[src/rtl/rti_pkg.sv]
// constants shared by the real-time clock two-wire target interface
package rti_pkg;
  // 7-bit target address 1101000, direction in bit 0
  localparam logic [6:0] TARGET_ADDR = 7'h68;
  localparam int BYTE_BITS = 8;
  localparam logic [3:0] ACK_SLOT = 4'h8;    // bit index of the ninth clock
  localparam logic [3:0] LAST_DATA = 4'h7;   // bit index of the eighth clock
  localparam logic [7:0] PTR_RESET = 8'h00;
  localparam logic [7:0] BYTE_ZERO = 8'h00;
  localparam logic [3:0] BIT_ZERO = 4'h0;
  localparam logic [3:0] BIT_ONE = 4'h1;
  localparam logic [3:0] BIT_PRE = 4'hf;     // count parked between start and first scl fall
  localparam logic [7:0] PTR_STEP = 8'h01;
endpackage : rti_pkg

[src/rtl/rti_sync.sv]
// two-flop synchroniser with edge detection for the bus lines
`timescale 1ns/1ps
`default_nettype none
module rti_sync #(
  parameter int WIDTH = 2
) (
  input wire logic clk,
  input wire logic sys_rst,
  input wire logic [WIDTH-1:0] async_in,
  output logic [WIDTH-1:0] level,
  output logic [WIDTH-1:0] rise,
  output logic [WIDTH-1:0] fall
);
  typedef struct packed {
    logic [WIDTH-1:0] meta;
    logic [WIDTH-1:0] stable;
    logic [WIDTH-1:0] prev;
  } rti_sync_t;
  rti_sync_t st_reg;
  rti_sync_t st_next;

  // idle lines rest high, so reset to ones to avoid a false edge
  always_comb begin
    st_next = st_reg;
    st_next.meta = async_in;
    st_next.stable = st_reg.meta;
    st_next.prev = st_reg.stable;
  end

  always_ff @(posedge clk) begin
    if (sys_rst) begin
      st_reg <= '{meta: '1, stable: '1, prev: '1};
    end else begin
      st_reg <= st_next;
    end
  end

  // edges are taken only from the second and third stages
  assign level = st_reg.stable;
  assign rise = st_reg.stable & ~st_reg.prev;
  assign fall = ~st_reg.stable & st_reg.prev;
endmodule // rti_sync
`default_nettype wire

[src/rtl/rti_target.sv]
// two-wire target interface of the real-time clock
`timescale 1ns/1ps
`default_nettype none
// Operation
// - idle bus lines are left released and rest high
// - lines are only pulled low or released, never driven high
// - sda falling while scl high is a start; expect an address byte
// - sda rising while scl high is a stop; return to idle
// - start before stop is a repeated start; expect a fresh address
// - transmitter changes sda while scl low; receiver samples on scl high
// - sda change during scl high is a condition, never a data bit
// - bytes are eight bits, msb first, unlimited count per transfer
// - register pointer advances after every data byte, read or write
// - receiver acknowledges each byte with a low bit
// - after eighth falling edge transmitter releases, receiver pulls low
// - controller acknowledging a read releases sda after ninth clock
// - no acknowledge ends a read; device releases sda and awaits stop
// - transfer opens with start plus address; respond only on match
// - target address 1101000, bit 0 direction, bytes d1h and d0h
module rti_target (
  input wire logic clk,
  input wire logic sys_rst,
  input wire logic scl_in,
  input wire logic sda_in,
  output logic sda_out,
  output logic sda_oe_n,
  output logic [7:0] reg_ptr,
  output logic [7:0] wr_data,
  output logic wr_strobe,
  input wire logic [7:0] rd_data,
  output logic rd_strobe,
  output logic busy
);
  typedef enum logic [2:0] {
    RTI_IDLE, RTI_ADDR, RTI_PTR, RTI_WRITE, RTI_READ, RTI_WAIT_STOP
  } rti_state_t;

  typedef struct packed {
    rti_state_t state;
    logic [3:0] bit_cnt;
    logic [7:0] shift;
    logic [7:0] ptr;
    logic [7:0] wdata;
    logic wstb;
    logic rstb;
    logic pull;
    logic reading;
    logic busy;
  } rti_target_t;

  rti_target_t st_reg;
  rti_target_t st_next;
  logic scl_lvl;
  logic sda_lvl;
  logic scl_rise;
  logic scl_fall;
  logic sda_rise;
  logic sda_fall;
  logic [1:0] lvl;
  logic [1:0] rise;
  logic [1:0] fall;
  logic start_cond;
  logic stop_cond;

  // bus pins come from another domain, so both pass two flip-flops
  rti_sync #(
    .WIDTH(2)
  ) u_sync (
    .clk(clk),
    .sys_rst(sys_rst),
    .async_in({scl_in, sda_in}),
    .level(lvl),
    .rise(rise),
    .fall(fall)
  );

  assign scl_lvl = lvl[1];
  assign sda_lvl = lvl[0];
  assign scl_rise = rise[1];
  assign scl_fall = fall[1];
  assign sda_rise = rise[0];
  assign sda_fall = fall[0];

  assign start_cond = sda_fall & scl_lvl & ~scl_rise;
  assign stop_cond = sda_rise & scl_lvl & ~scl_rise;

  function automatic logic [7:0] ptr_inc(input logic [7:0] p);
    return p + rti_pkg::PTR_STEP;
  endfunction

  // main sequencer, clocked by the system clock, stepping on scl edges
  always_comb begin
    st_next = st_reg;
    st_next.wstb = 1'b0;
    st_next.rstb = 1'b0;
    if (stop_cond) begin
      st_next.state = RTI_IDLE;
      st_next.pull = 1'b0;
      st_next.busy = 1'b0;
    end else if (start_cond) begin
      st_next.state = RTI_ADDR;
      // the scl fall that follows a start closes no bit, so park the count
      st_next.bit_cnt = rti_pkg::BIT_PRE;
      st_next.pull = 1'b0;
      st_next.busy = 1'b1;
    end else if (st_reg.state != RTI_IDLE && st_reg.state != RTI_WAIT_STOP) begin
      if (scl_rise) begin
        if (st_reg.bit_cnt == rti_pkg::ACK_SLOT) begin
          if (st_reg.state == RTI_READ && sda_lvl) begin
            st_next.state = RTI_WAIT_STOP;
          end
        end else if (st_reg.state != RTI_READ) begin
          // msb first; in read the register holds the outgoing byte instead
          st_next.shift = {st_reg.shift[6:0], sda_lvl};
        end
      end else if (scl_fall) begin
        // bits move only on scl falling, never on conditions
        if (st_reg.bit_cnt == rti_pkg::LAST_DATA) begin
          st_next.bit_cnt = rti_pkg::ACK_SLOT;
          st_next.pull = 1'b0;
          unique case (st_reg.state)
            RTI_ADDR: begin
              if (st_reg.shift[7:1] == rti_pkg::TARGET_ADDR) begin
                st_next.pull = 1'b1;
                st_next.reading = st_reg.shift[0];
              end else begin
                st_next.state = RTI_WAIT_STOP;
              end
            end
            RTI_PTR: begin
              st_next.ptr = st_reg.shift;
              st_next.pull = 1'b1;
            end
            RTI_WRITE: begin
              st_next.pull = 1'b1;
              st_next.wdata = st_reg.shift;
              st_next.wstb = 1'b1;
            end
            RTI_READ: begin
              st_next.ptr = ptr_inc(st_reg.ptr);
            end
            RTI_IDLE, RTI_WAIT_STOP: begin
              st_next.pull = 1'b0;
            end
          endcase
        end else if (st_reg.bit_cnt == rti_pkg::ACK_SLOT) begin
          st_next.bit_cnt = rti_pkg::BIT_ZERO;
          st_next.pull = 1'b0;
          unique case (st_reg.state)
            RTI_ADDR: begin
              st_next.state = st_reg.reading ? RTI_READ : RTI_PTR;
            end
            RTI_PTR: st_next.state = RTI_WRITE;
            RTI_WRITE: begin
              st_next.ptr = ptr_inc(st_reg.ptr);
            end
            RTI_READ, RTI_IDLE, RTI_WAIT_STOP: st_next.state = st_reg.state;
          endcase
          if (st_next.state == RTI_READ) begin
            st_next.shift = rd_data;
            st_next.rstb = 1'b1;
            st_next.pull = ~rd_data[7];
          end
        end else if (st_reg.bit_cnt == rti_pkg::BIT_PRE) begin
          // first fall after start opens the byte
          st_next.bit_cnt = rti_pkg::BIT_ZERO;
        end else begin
          st_next.bit_cnt = st_reg.bit_cnt + rti_pkg::BIT_ONE;
          if (st_reg.state == RTI_READ) begin
            st_next.pull = ~st_reg.shift[6];
            st_next.shift = {st_reg.shift[6:0], 1'b0};
          end
        end
      end
    end
  end

  always_ff @(posedge clk) begin
    if (sys_rst) begin
      st_reg <= '{state: RTI_IDLE, bit_cnt: rti_pkg::BIT_ZERO,
                  shift: rti_pkg::BYTE_ZERO, ptr: rti_pkg::PTR_RESET,
                  wdata: rti_pkg::BYTE_ZERO, wstb: 1'b0, rstb: 1'b0,
                  pull: 1'b0, reading: 1'b0, busy: 1'b0};
    end else begin
      st_reg <= st_next;
    end
  end

  // open drain: output fixed low, enable active low while pulling
  assign sda_out = 1'b0;
  assign sda_oe_n = ~st_reg.pull;
  assign reg_ptr = st_reg.ptr;
  assign wr_data = st_reg.wdata;
  assign wr_strobe = st_reg.wstb;
  assign rd_strobe = st_reg.rstb;
  assign busy = st_reg.busy;

  // sda stays released whenever the sequencer is in RTI_IDLE
  property p_idle_release;
    @(posedge clk) disable iff (sys_rst)
      st_reg.state == RTI_IDLE |-> sda_oe_n;
  endproperty
  a_idle_release: assert property (p_idle_release) else $error("sda pulled in idle");

  property p_stop_idle;
    @(posedge clk) disable iff (sys_rst)
      stop_cond |=> st_reg.state == RTI_IDLE && !busy;
  endproperty
  a_stop_idle: assert property (p_stop_idle) else $error("stop not honoured");

  property p_start_addr;
    @(posedge clk) disable iff (sys_rst)
      start_cond && !stop_cond |=> st_reg.state == RTI_ADDR && st_reg.bit_cnt == rti_pkg::BIT_PRE;
  endproperty
  a_start_addr: assert property (p_start_addr) else $error("start not honoured");

  property p_wr_inc;
    @(posedge clk) disable iff (sys_rst)
      st_reg.state == RTI_WRITE && scl_fall && st_reg.bit_cnt == rti_pkg::ACK_SLOT
      && !start_cond && !stop_cond |=> reg_ptr == $past(reg_ptr) + rti_pkg::PTR_STEP;
  endproperty
  a_wr_inc: assert property (p_wr_inc) else $error("pointer not advanced");

  property p_rd_inc;
    @(posedge clk) disable iff (sys_rst)
      st_reg.state == RTI_READ && scl_fall && st_reg.bit_cnt == rti_pkg::LAST_DATA
      && !start_cond && !stop_cond |=> reg_ptr == $past(reg_ptr) + rti_pkg::PTR_STEP;
  endproperty
  a_rd_inc: assert property (p_rd_inc) else $error("pointer not advanced after read");

  property p_ptr_load;
    @(posedge clk) disable iff (sys_rst)
      st_reg.state == RTI_PTR && scl_fall && st_reg.bit_cnt == rti_pkg::LAST_DATA
      && !start_cond && !stop_cond |=> reg_ptr == $past(st_reg.shift) && !sda_oe_n;
  endproperty
  a_ptr_load: assert property (p_ptr_load) else $error("pointer byte not taken");

  property p_write_ack;
    @(posedge clk) disable iff (sys_rst)
      st_reg.state == RTI_WRITE && scl_fall && st_reg.bit_cnt == rti_pkg::LAST_DATA
      && !start_cond && !stop_cond
      |=> wr_strobe && !sda_oe_n && wr_data == $past(st_reg.shift);
  endproperty
  a_write_ack: assert property (p_write_ack) else $error("written byte not taken");

  property p_mismatch_silent;
    @(posedge clk) disable iff (sys_rst)
      st_reg.state == RTI_WAIT_STOP |-> sda_oe_n;
  endproperty
  a_mismatch_silent: assert property (p_mismatch_silent) else $error("drives when not addressed");

  property p_addr_ack;
    @(posedge clk) disable iff (sys_rst)
      st_reg.state == RTI_ADDR && scl_fall && st_reg.bit_cnt == rti_pkg::LAST_DATA
      && !start_cond && !stop_cond
      |=> sda_oe_n == ($past(st_reg.shift[7:1]) != rti_pkg::TARGET_ADDR);
  endproperty
  a_addr_ack: assert property (p_addr_ack) else $error("address ack wrong");

  property p_sda_change_low;
    @(posedge clk) disable iff (sys_rst)
      $changed(sda_oe_n) && $past(st_reg.state) != RTI_IDLE |-> !scl_lvl || !sda_oe_n == 1'b0
      || $past(scl_fall) || $past(start_cond) || $past(stop_cond);
  endproperty
  a_sda_change_low: assert property (p_sda_change_low) else $error("sda moved with scl high");

  property p_nack_release;
    @(posedge clk) disable iff (sys_rst)
      st_reg.state == RTI_READ && scl_rise && st_reg.bit_cnt == rti_pkg::ACK_SLOT && sda_lvl
      && !start_cond && !stop_cond |=> st_reg.state == RTI_WAIT_STOP ##1 sda_oe_n;
  endproperty
  a_nack_release: assert property (p_nack_release) else $error("nack not honoured");

  c_write: cover property (@(posedge clk) wr_strobe);
  c_read: cover property (@(posedge clk) rd_strobe);
  c_nack: cover property (@(posedge clk) st_reg.state == RTI_READ ##1 st_reg.state == RTI_WAIT_STOP);
  c_foreign: cover property (@(posedge clk)
    st_reg.state == RTI_ADDR ##1 st_reg.state == RTI_WAIT_STOP);
  c_restart: cover property (@(posedge clk) start_cond && st_reg.state == RTI_WRITE);
endmodule // rti_target
`default_nettype wire

[config.mk]
export PLATFORM = sky130hd
export DESIGN_NAME = rti_target
export DESIGN_NICKNAME = d
export VERILOG_FILES = /design/src/rtl/rti_pkg.sv /design/src/rtl/rti_sync.sv /design/src/rtl/rti_target.sv
export SDC_FILE = /design/constraint.sdc
export NUM_CORES = 1
export LEC_CHECK = 0
export BUFFER_PORTS_ARGS = -buffer_cell sky130_fd_sc_hd__buf_2
export CAP_MARGIN = 10
export CELL_PAD_IN_SITES_DETAIL_PLACEMENT = 0
export CELL_PAD_IN_SITES_GLOBAL_PLACEMENT = 2
export CORE_AREA = 2 2 87 89
export DETAILED_ROUTE_END_ITERATION = 7
export DIE_AREA = 0 0 89 91
export PLACE_DENSITY_LB_ADDON = 0.15
export SYNTH_ARGS = -nofsm -noshare
export SYNTH_HDL_FRONTEND = slang
export SYNTH_SLANG_ARGS = --single-unit
[constraint.sdc]
create_clock -name clk -period 3.3 [get_ports clk]
set_clock_uncertainty 0.1 [all_clocks]
set_input_delay 0.825 -clock clk [delete_from_list [all_inputs] [get_ports clk]]
set_output_delay 0.825 -clock clk [all_outputs]
set_load 0.01 [all_outputs]
== Yosys cells after proc, flatten, opt, wreduce, memory -nomap -nowiden ==
Index checks and enable logic that the tools add are counted.
Storage, ports and cells
  register bits: 42
  input port bits: 12
  output and inout port bits: 21
  logic and storage cells: 151
Operators by class
  add/sub/neg operators: 2
  equality and inequality tests: 29
  multiplexer cells: 64
  bitwise operators: 18
  reduce and logical (&&, ||, !) cells: 24
Operators with widths (number)
  $mux 8: 10
  $mux 12: 4
  $mux 3: 14
  $mux 35: 1
  $mux 33: 1
  $mux 2: 16
  $reduce_and 7->1: 3
  $mux 20: 1
  $mux 9: 2
  $pmux 8 s2: 1
  $reduce_and 8->1: 2
  $ne 3x3->1 const B: 4
  $reduce_bool 3->1: 4
  $not 1->1: 10
  $reduce_and 10->1: 1
  $reduce_bool 2->1: 5
  $add 8x1->8 const B: 1
  $eq 4x4->1 const B: 2
  $mux 1: 8
  $mux 4: 2
  $ne 2x1->1 const B: 4
  $ne 8x8->1 const B: 1
  $reduce_or 8->1: 1
  $eq 7x7->1 const B: 1
  26 further kinds: 38

== Logic depth before layout (Yosys ltp) ==
  depth in word-level cells: 24
  depth in mapped cells: 9
  mapped depth without buffers: 7

== Hierarchy ==
A second synthesis with hierarchy kept.
Second synthesis, totals
  cells, all modules: 280
  area total of the unflattened synthesis: 2368.5 um^2
Modules (own cells, without submodules)
  rti_target: instances 1, cells each 262, area an instance 2170.8 um^2, seq. area each 720.7 um^2
  rti_sync: instances 1, cells each 18, area an instance 197.7 um^2, seq. area each 120.1 um^2

== Worst setup path before layout ==
Ideal clock, no wire load.
  path kind: register -> register
  start: register u_sync.st_reg (netlist bit u_sync.level[1])
  end: register st_reg[22] (netlist name)
  library setup time: 0.091 ns
  arrival time: 1.723 ns
  data required time: 3.109 ns
  slack: 1.387 ns
  stages on the path, launching flop included: 9
  buffers on the path: 1
  period minus slack after synthesis: 1.913 ns
  path through: dfxtp_1 -> inv_1 -> ha_1 -> inv_1 -> o221ai_1 -> nor4_4 -> buf_6 -> a21oi_2 -> a311oi_1
Between the ends
  longest elaborated chain between the ends: 5
  elaborated cells between the ends (all ways): 19
  classes of those cells: eq/ne (6); mux (1); bitwise (10); reduce/logical (2)
Ends and longest elaborated chain
  start: declaration: RTL line rti_sync.sv:19  | rti_sync_t st_reg;
  start signal: assignment: RTL line rti_sync.sv:32  | st_reg <= '{meta: '1, stable: '1, prev: '1};
  start signal: assignment: RTL line rti_sync.sv:34  | st_reg <= st_next;
  $and 2x2->2: RTL line rti_sync.sv:40  | assign rise = st_reg.stable & ~st_reg.prev;
  $not 1->1 (no source line)
  $and 1x1->1, on equally long branches: RTL line rti_target.sv:84, rti_target.sv:85
  $ne 6x6->1 (no source line), or another cell as far along
  $reduce_and 10->1 (no source line)
  end signal: assignment: RTL line rti_target.sv:180  | st_reg <= '{state: RTI_IDLE, bit_cnt: rti_pkg::BIT_ZERO,
  end signal: assignment: RTL line rti_target.sv:185  | st_reg <= st_next;
  end: declaration: RTL line rti_target.sv:51  | rti_target_t st_reg;
Parallel ways exist; a longest one is shown, timed or not.
A chain may end at the register's enable or synchronous reset.

== Final worst setup path ==
  start: register u_sync.st_reg (netlist bit u_sync.level[1])
  end: register st_reg[24] (netlist name)
Same word-level chain as after synthesis.

==> impl_results.md <==
* Vias/cell at 5.424
* Die H at 91 um
* Worst-path clk slew at 0.08 ns
* Clock root cell: clkbuf_8
* Final Util at 39.06%
* Syn-to-layout area delta at 5.392%
* CTS Hold Bufs at 0
* CP Class: flip-flop to flip-flop
* Min-Delay Path Class: flip-flop to flip-flop
* Later-pin clock latency in the skew report at 0.29 ns
* Residual DRC at 0
* Syn nets at 321
* Ant diodes at 0
* Avg Inst Size Synth at 8.729 um^2
* Hpwl dp at 4.652 mm
* Cts repair resizes at 0
* DR vias at 2,213
* IO buf count at 31
* Initial antenna violation count at 0
* PnR worst setup slack at 0.7095 ns
* Die ar. at 8099 um^2
* Pre-CTS WS at 0.7336 ns
* Hold Fails Final Rpt at 0
* Num CTS Buffers at 5
* Grt met2 use at 25.50%
* TritonCTS clock tree: done
* Met3 Use GR at 3.182%
* Cells after Synth at 303
* Die W at 89 um
* Library cells used by synthesis at 67
* Max_slew headroom at 44.08%
* Count leader, synth: dfxtp_1
* Global route overflow at 0
* 1st-iter DRT viols at 83
* Syn Std Cell Area at 2645 um^2
* DRT Wirelength at 6.623 mm
* Synth top area share at 31.79%
* Worst Path Required at 3.41 ns
* CP arrival at 2.70 ns
* Number of synthesized flops with an enable pin at 0
* Status: complete, no violations
* Share of cells above drive strength 1 at 22.98%
* Kind of end point of the critical path: flip-flop
* Fin nets at 326
* Register area share after synthesis at 31.79%
* Yosys top cell by area: dfxtp_1
* Setup tns final at 0 ns
* Tmin final at 2.590 ns
* GR peak layer: met2
* Core box area at 7137 um^2
* Setup Buffers After CTS at 0
* Most used flip-flop cell after synthesis: dfxtp_1
* Commonest cells in the synthesized netlist: 42 x dfxtp_1, 27 x nor2_1, 22 x a21oi_1, 19 x buf_4
* Finish-stage setup viols at 0
* Deepest clock path buffer count at 2
* Max-cap violations at 0
* Global-route wire length before repair at 10.77 mm
* # IOs at 33
* Largest net degree at the start of global routing at 34
* Clk sinks at 42
* Starting Density at 37.06%
* Overall routing resource usage at 17.00%
* Vias in the first global route at 2,124
* Worst setup SP type: flip-flop
* YS warnings at 0
* PD cells at 366.2 nW/um^2
* DRT antenna net count at 0
* Peak Freq at 386.0 MHz
* LEAKAGE at 0.001057 uW
* Max FO, Critical Path at 16
* Max reg flops at 17
* Slew @ Worst Pin at 0.8325 ns
* Final period util at 78.50%
* Seq cells post-synth at 42
* Worst vdd ir at 0.1295 mV
* Drt first pass iters at 4
* Routability cong. at 0.7437
* Top cells by area, synth: dfxtp_1 32%, buf_4 5.4%, a21oi_1 4.2%, mux2i_1 4.2%, nor2_1 3.8%
* Final slew viol count at 0
* Number of H-tree levels at 2
* Met1 usage at 25.06%
* WL/cell at 16.23 um
* Synth async-reset ratio at 0%
* FP Rows at 31
* RSZ-0062 raised after global routing: false
==> worst paths after layout <==
| check | to | slack [ns] | depth (start not counted) | startpoint |
|---|---|---|---|---|
| min | u_sync.level[0]$_SDFF_PP1_ | 0.32 | 1 | u_sync.st_next[2]$_SDFF_PP1_ |
| min reg2reg | u_sync.level[0]$_SDFF_PP1_ | 0.32 | 1 | u_sync.st_next[2]$_SDFF_PP1_ |
| max | st_reg[24]$_SDFFE_PP0P_ | 0.71 | 6 | u_sync.level[1]$_SDFF_PP1_ |
| max reg2reg | st_reg[24]$_SDFFE_PP0P_ | 0.71 | 6 | u_sync.level[1]$_SDFF_PP1_ |
==> logic make-up after synthesis <==
kind of cell	Yosys count	synth area share [%]
AND/OR/NAND/NOR	108	24.60
AO/OA/AOI/OAI	88	23.94
buffers and inverters	45	11.31
flip-flops	42	31.79
multiplexers	11	4.163
adder cells (fa/ha/maj)	6	2.838
XOR/XNOR	2	1.230
other	1	0.1418
==> metal layers <==
metal | wire length (um) | vias to the layer above
met1 | 3495 | 1063
met3 | 188 | 4
li1 | - | 1106
met2 | 2895 | 40
met5 | 0 | -
met4 | 44 | 0
==> worst max-delay path: stages, from the launching register on <==
cell      delay (ns)
dfxtp_1         0.43
ha_1            0.46
nand2b_1        0.23
o22ai_1         0.13
nor4_4          0.72
a21oi_1         0.17
a311oi_1        0.26
==> final cells by class <==
class                      instances  area, um^2
sequential                        42       840.8
clock buffer                       7       76.32
timing repair buffer              34       177.7
inverter                           9       33.78
fill                             786        4349
tap                               99       123.9
multi-input combinational        216        1505
clock inverter                     1       30.03
==> power by group <==
group	internal (uW)	total (uW)	leakage, uW	switching (uW)
Sequential	515	530	0.000340	14.7
Combinational	32.1	83.2	0.000665	51.1
Clock	227	408	0.0000524	181
Total	774	1020	0.00106	247
==> metrics by stage <==
step           hold WS (ns)  power (uW)  cells  cell area (um^2)
6_report             0.3208        1021    408              2788
5_1_grt              0.3392        1068    408              2788
4_1_cts              0.3182        1036    408              2788
3_5_place_dp         0.2967       624.7    400              2681
3_3_place_gp         0.2909       625.1    400              2681
2_1_floorplan        0.2895       604.7    303              2645
==> cells in the final DEF (no fill, tap or decap), drive strengths merged, types with 3 or more instances in the layout <==
master  netlist  routed
o21ai        17      17
o221ai        3       3
and3b         3       3
nand3         9       9
dfxtp        42      42
a211oi        3       3
a311oi       10      10
clkbuf        5       7
nor3b         4       4
ha            6       6
nor2b         4       4
a21oi        24      24
buf          31      34
a22oi         7       7
inv           9       9
o211ai        3       3
nor3         11      11
and3          7       7
or2           8       8
mux2i        11      11
nor2         28      28
nand3b        3       3
nand2        17      17
No activity file was read; power rests on OpenSTA's default activity.
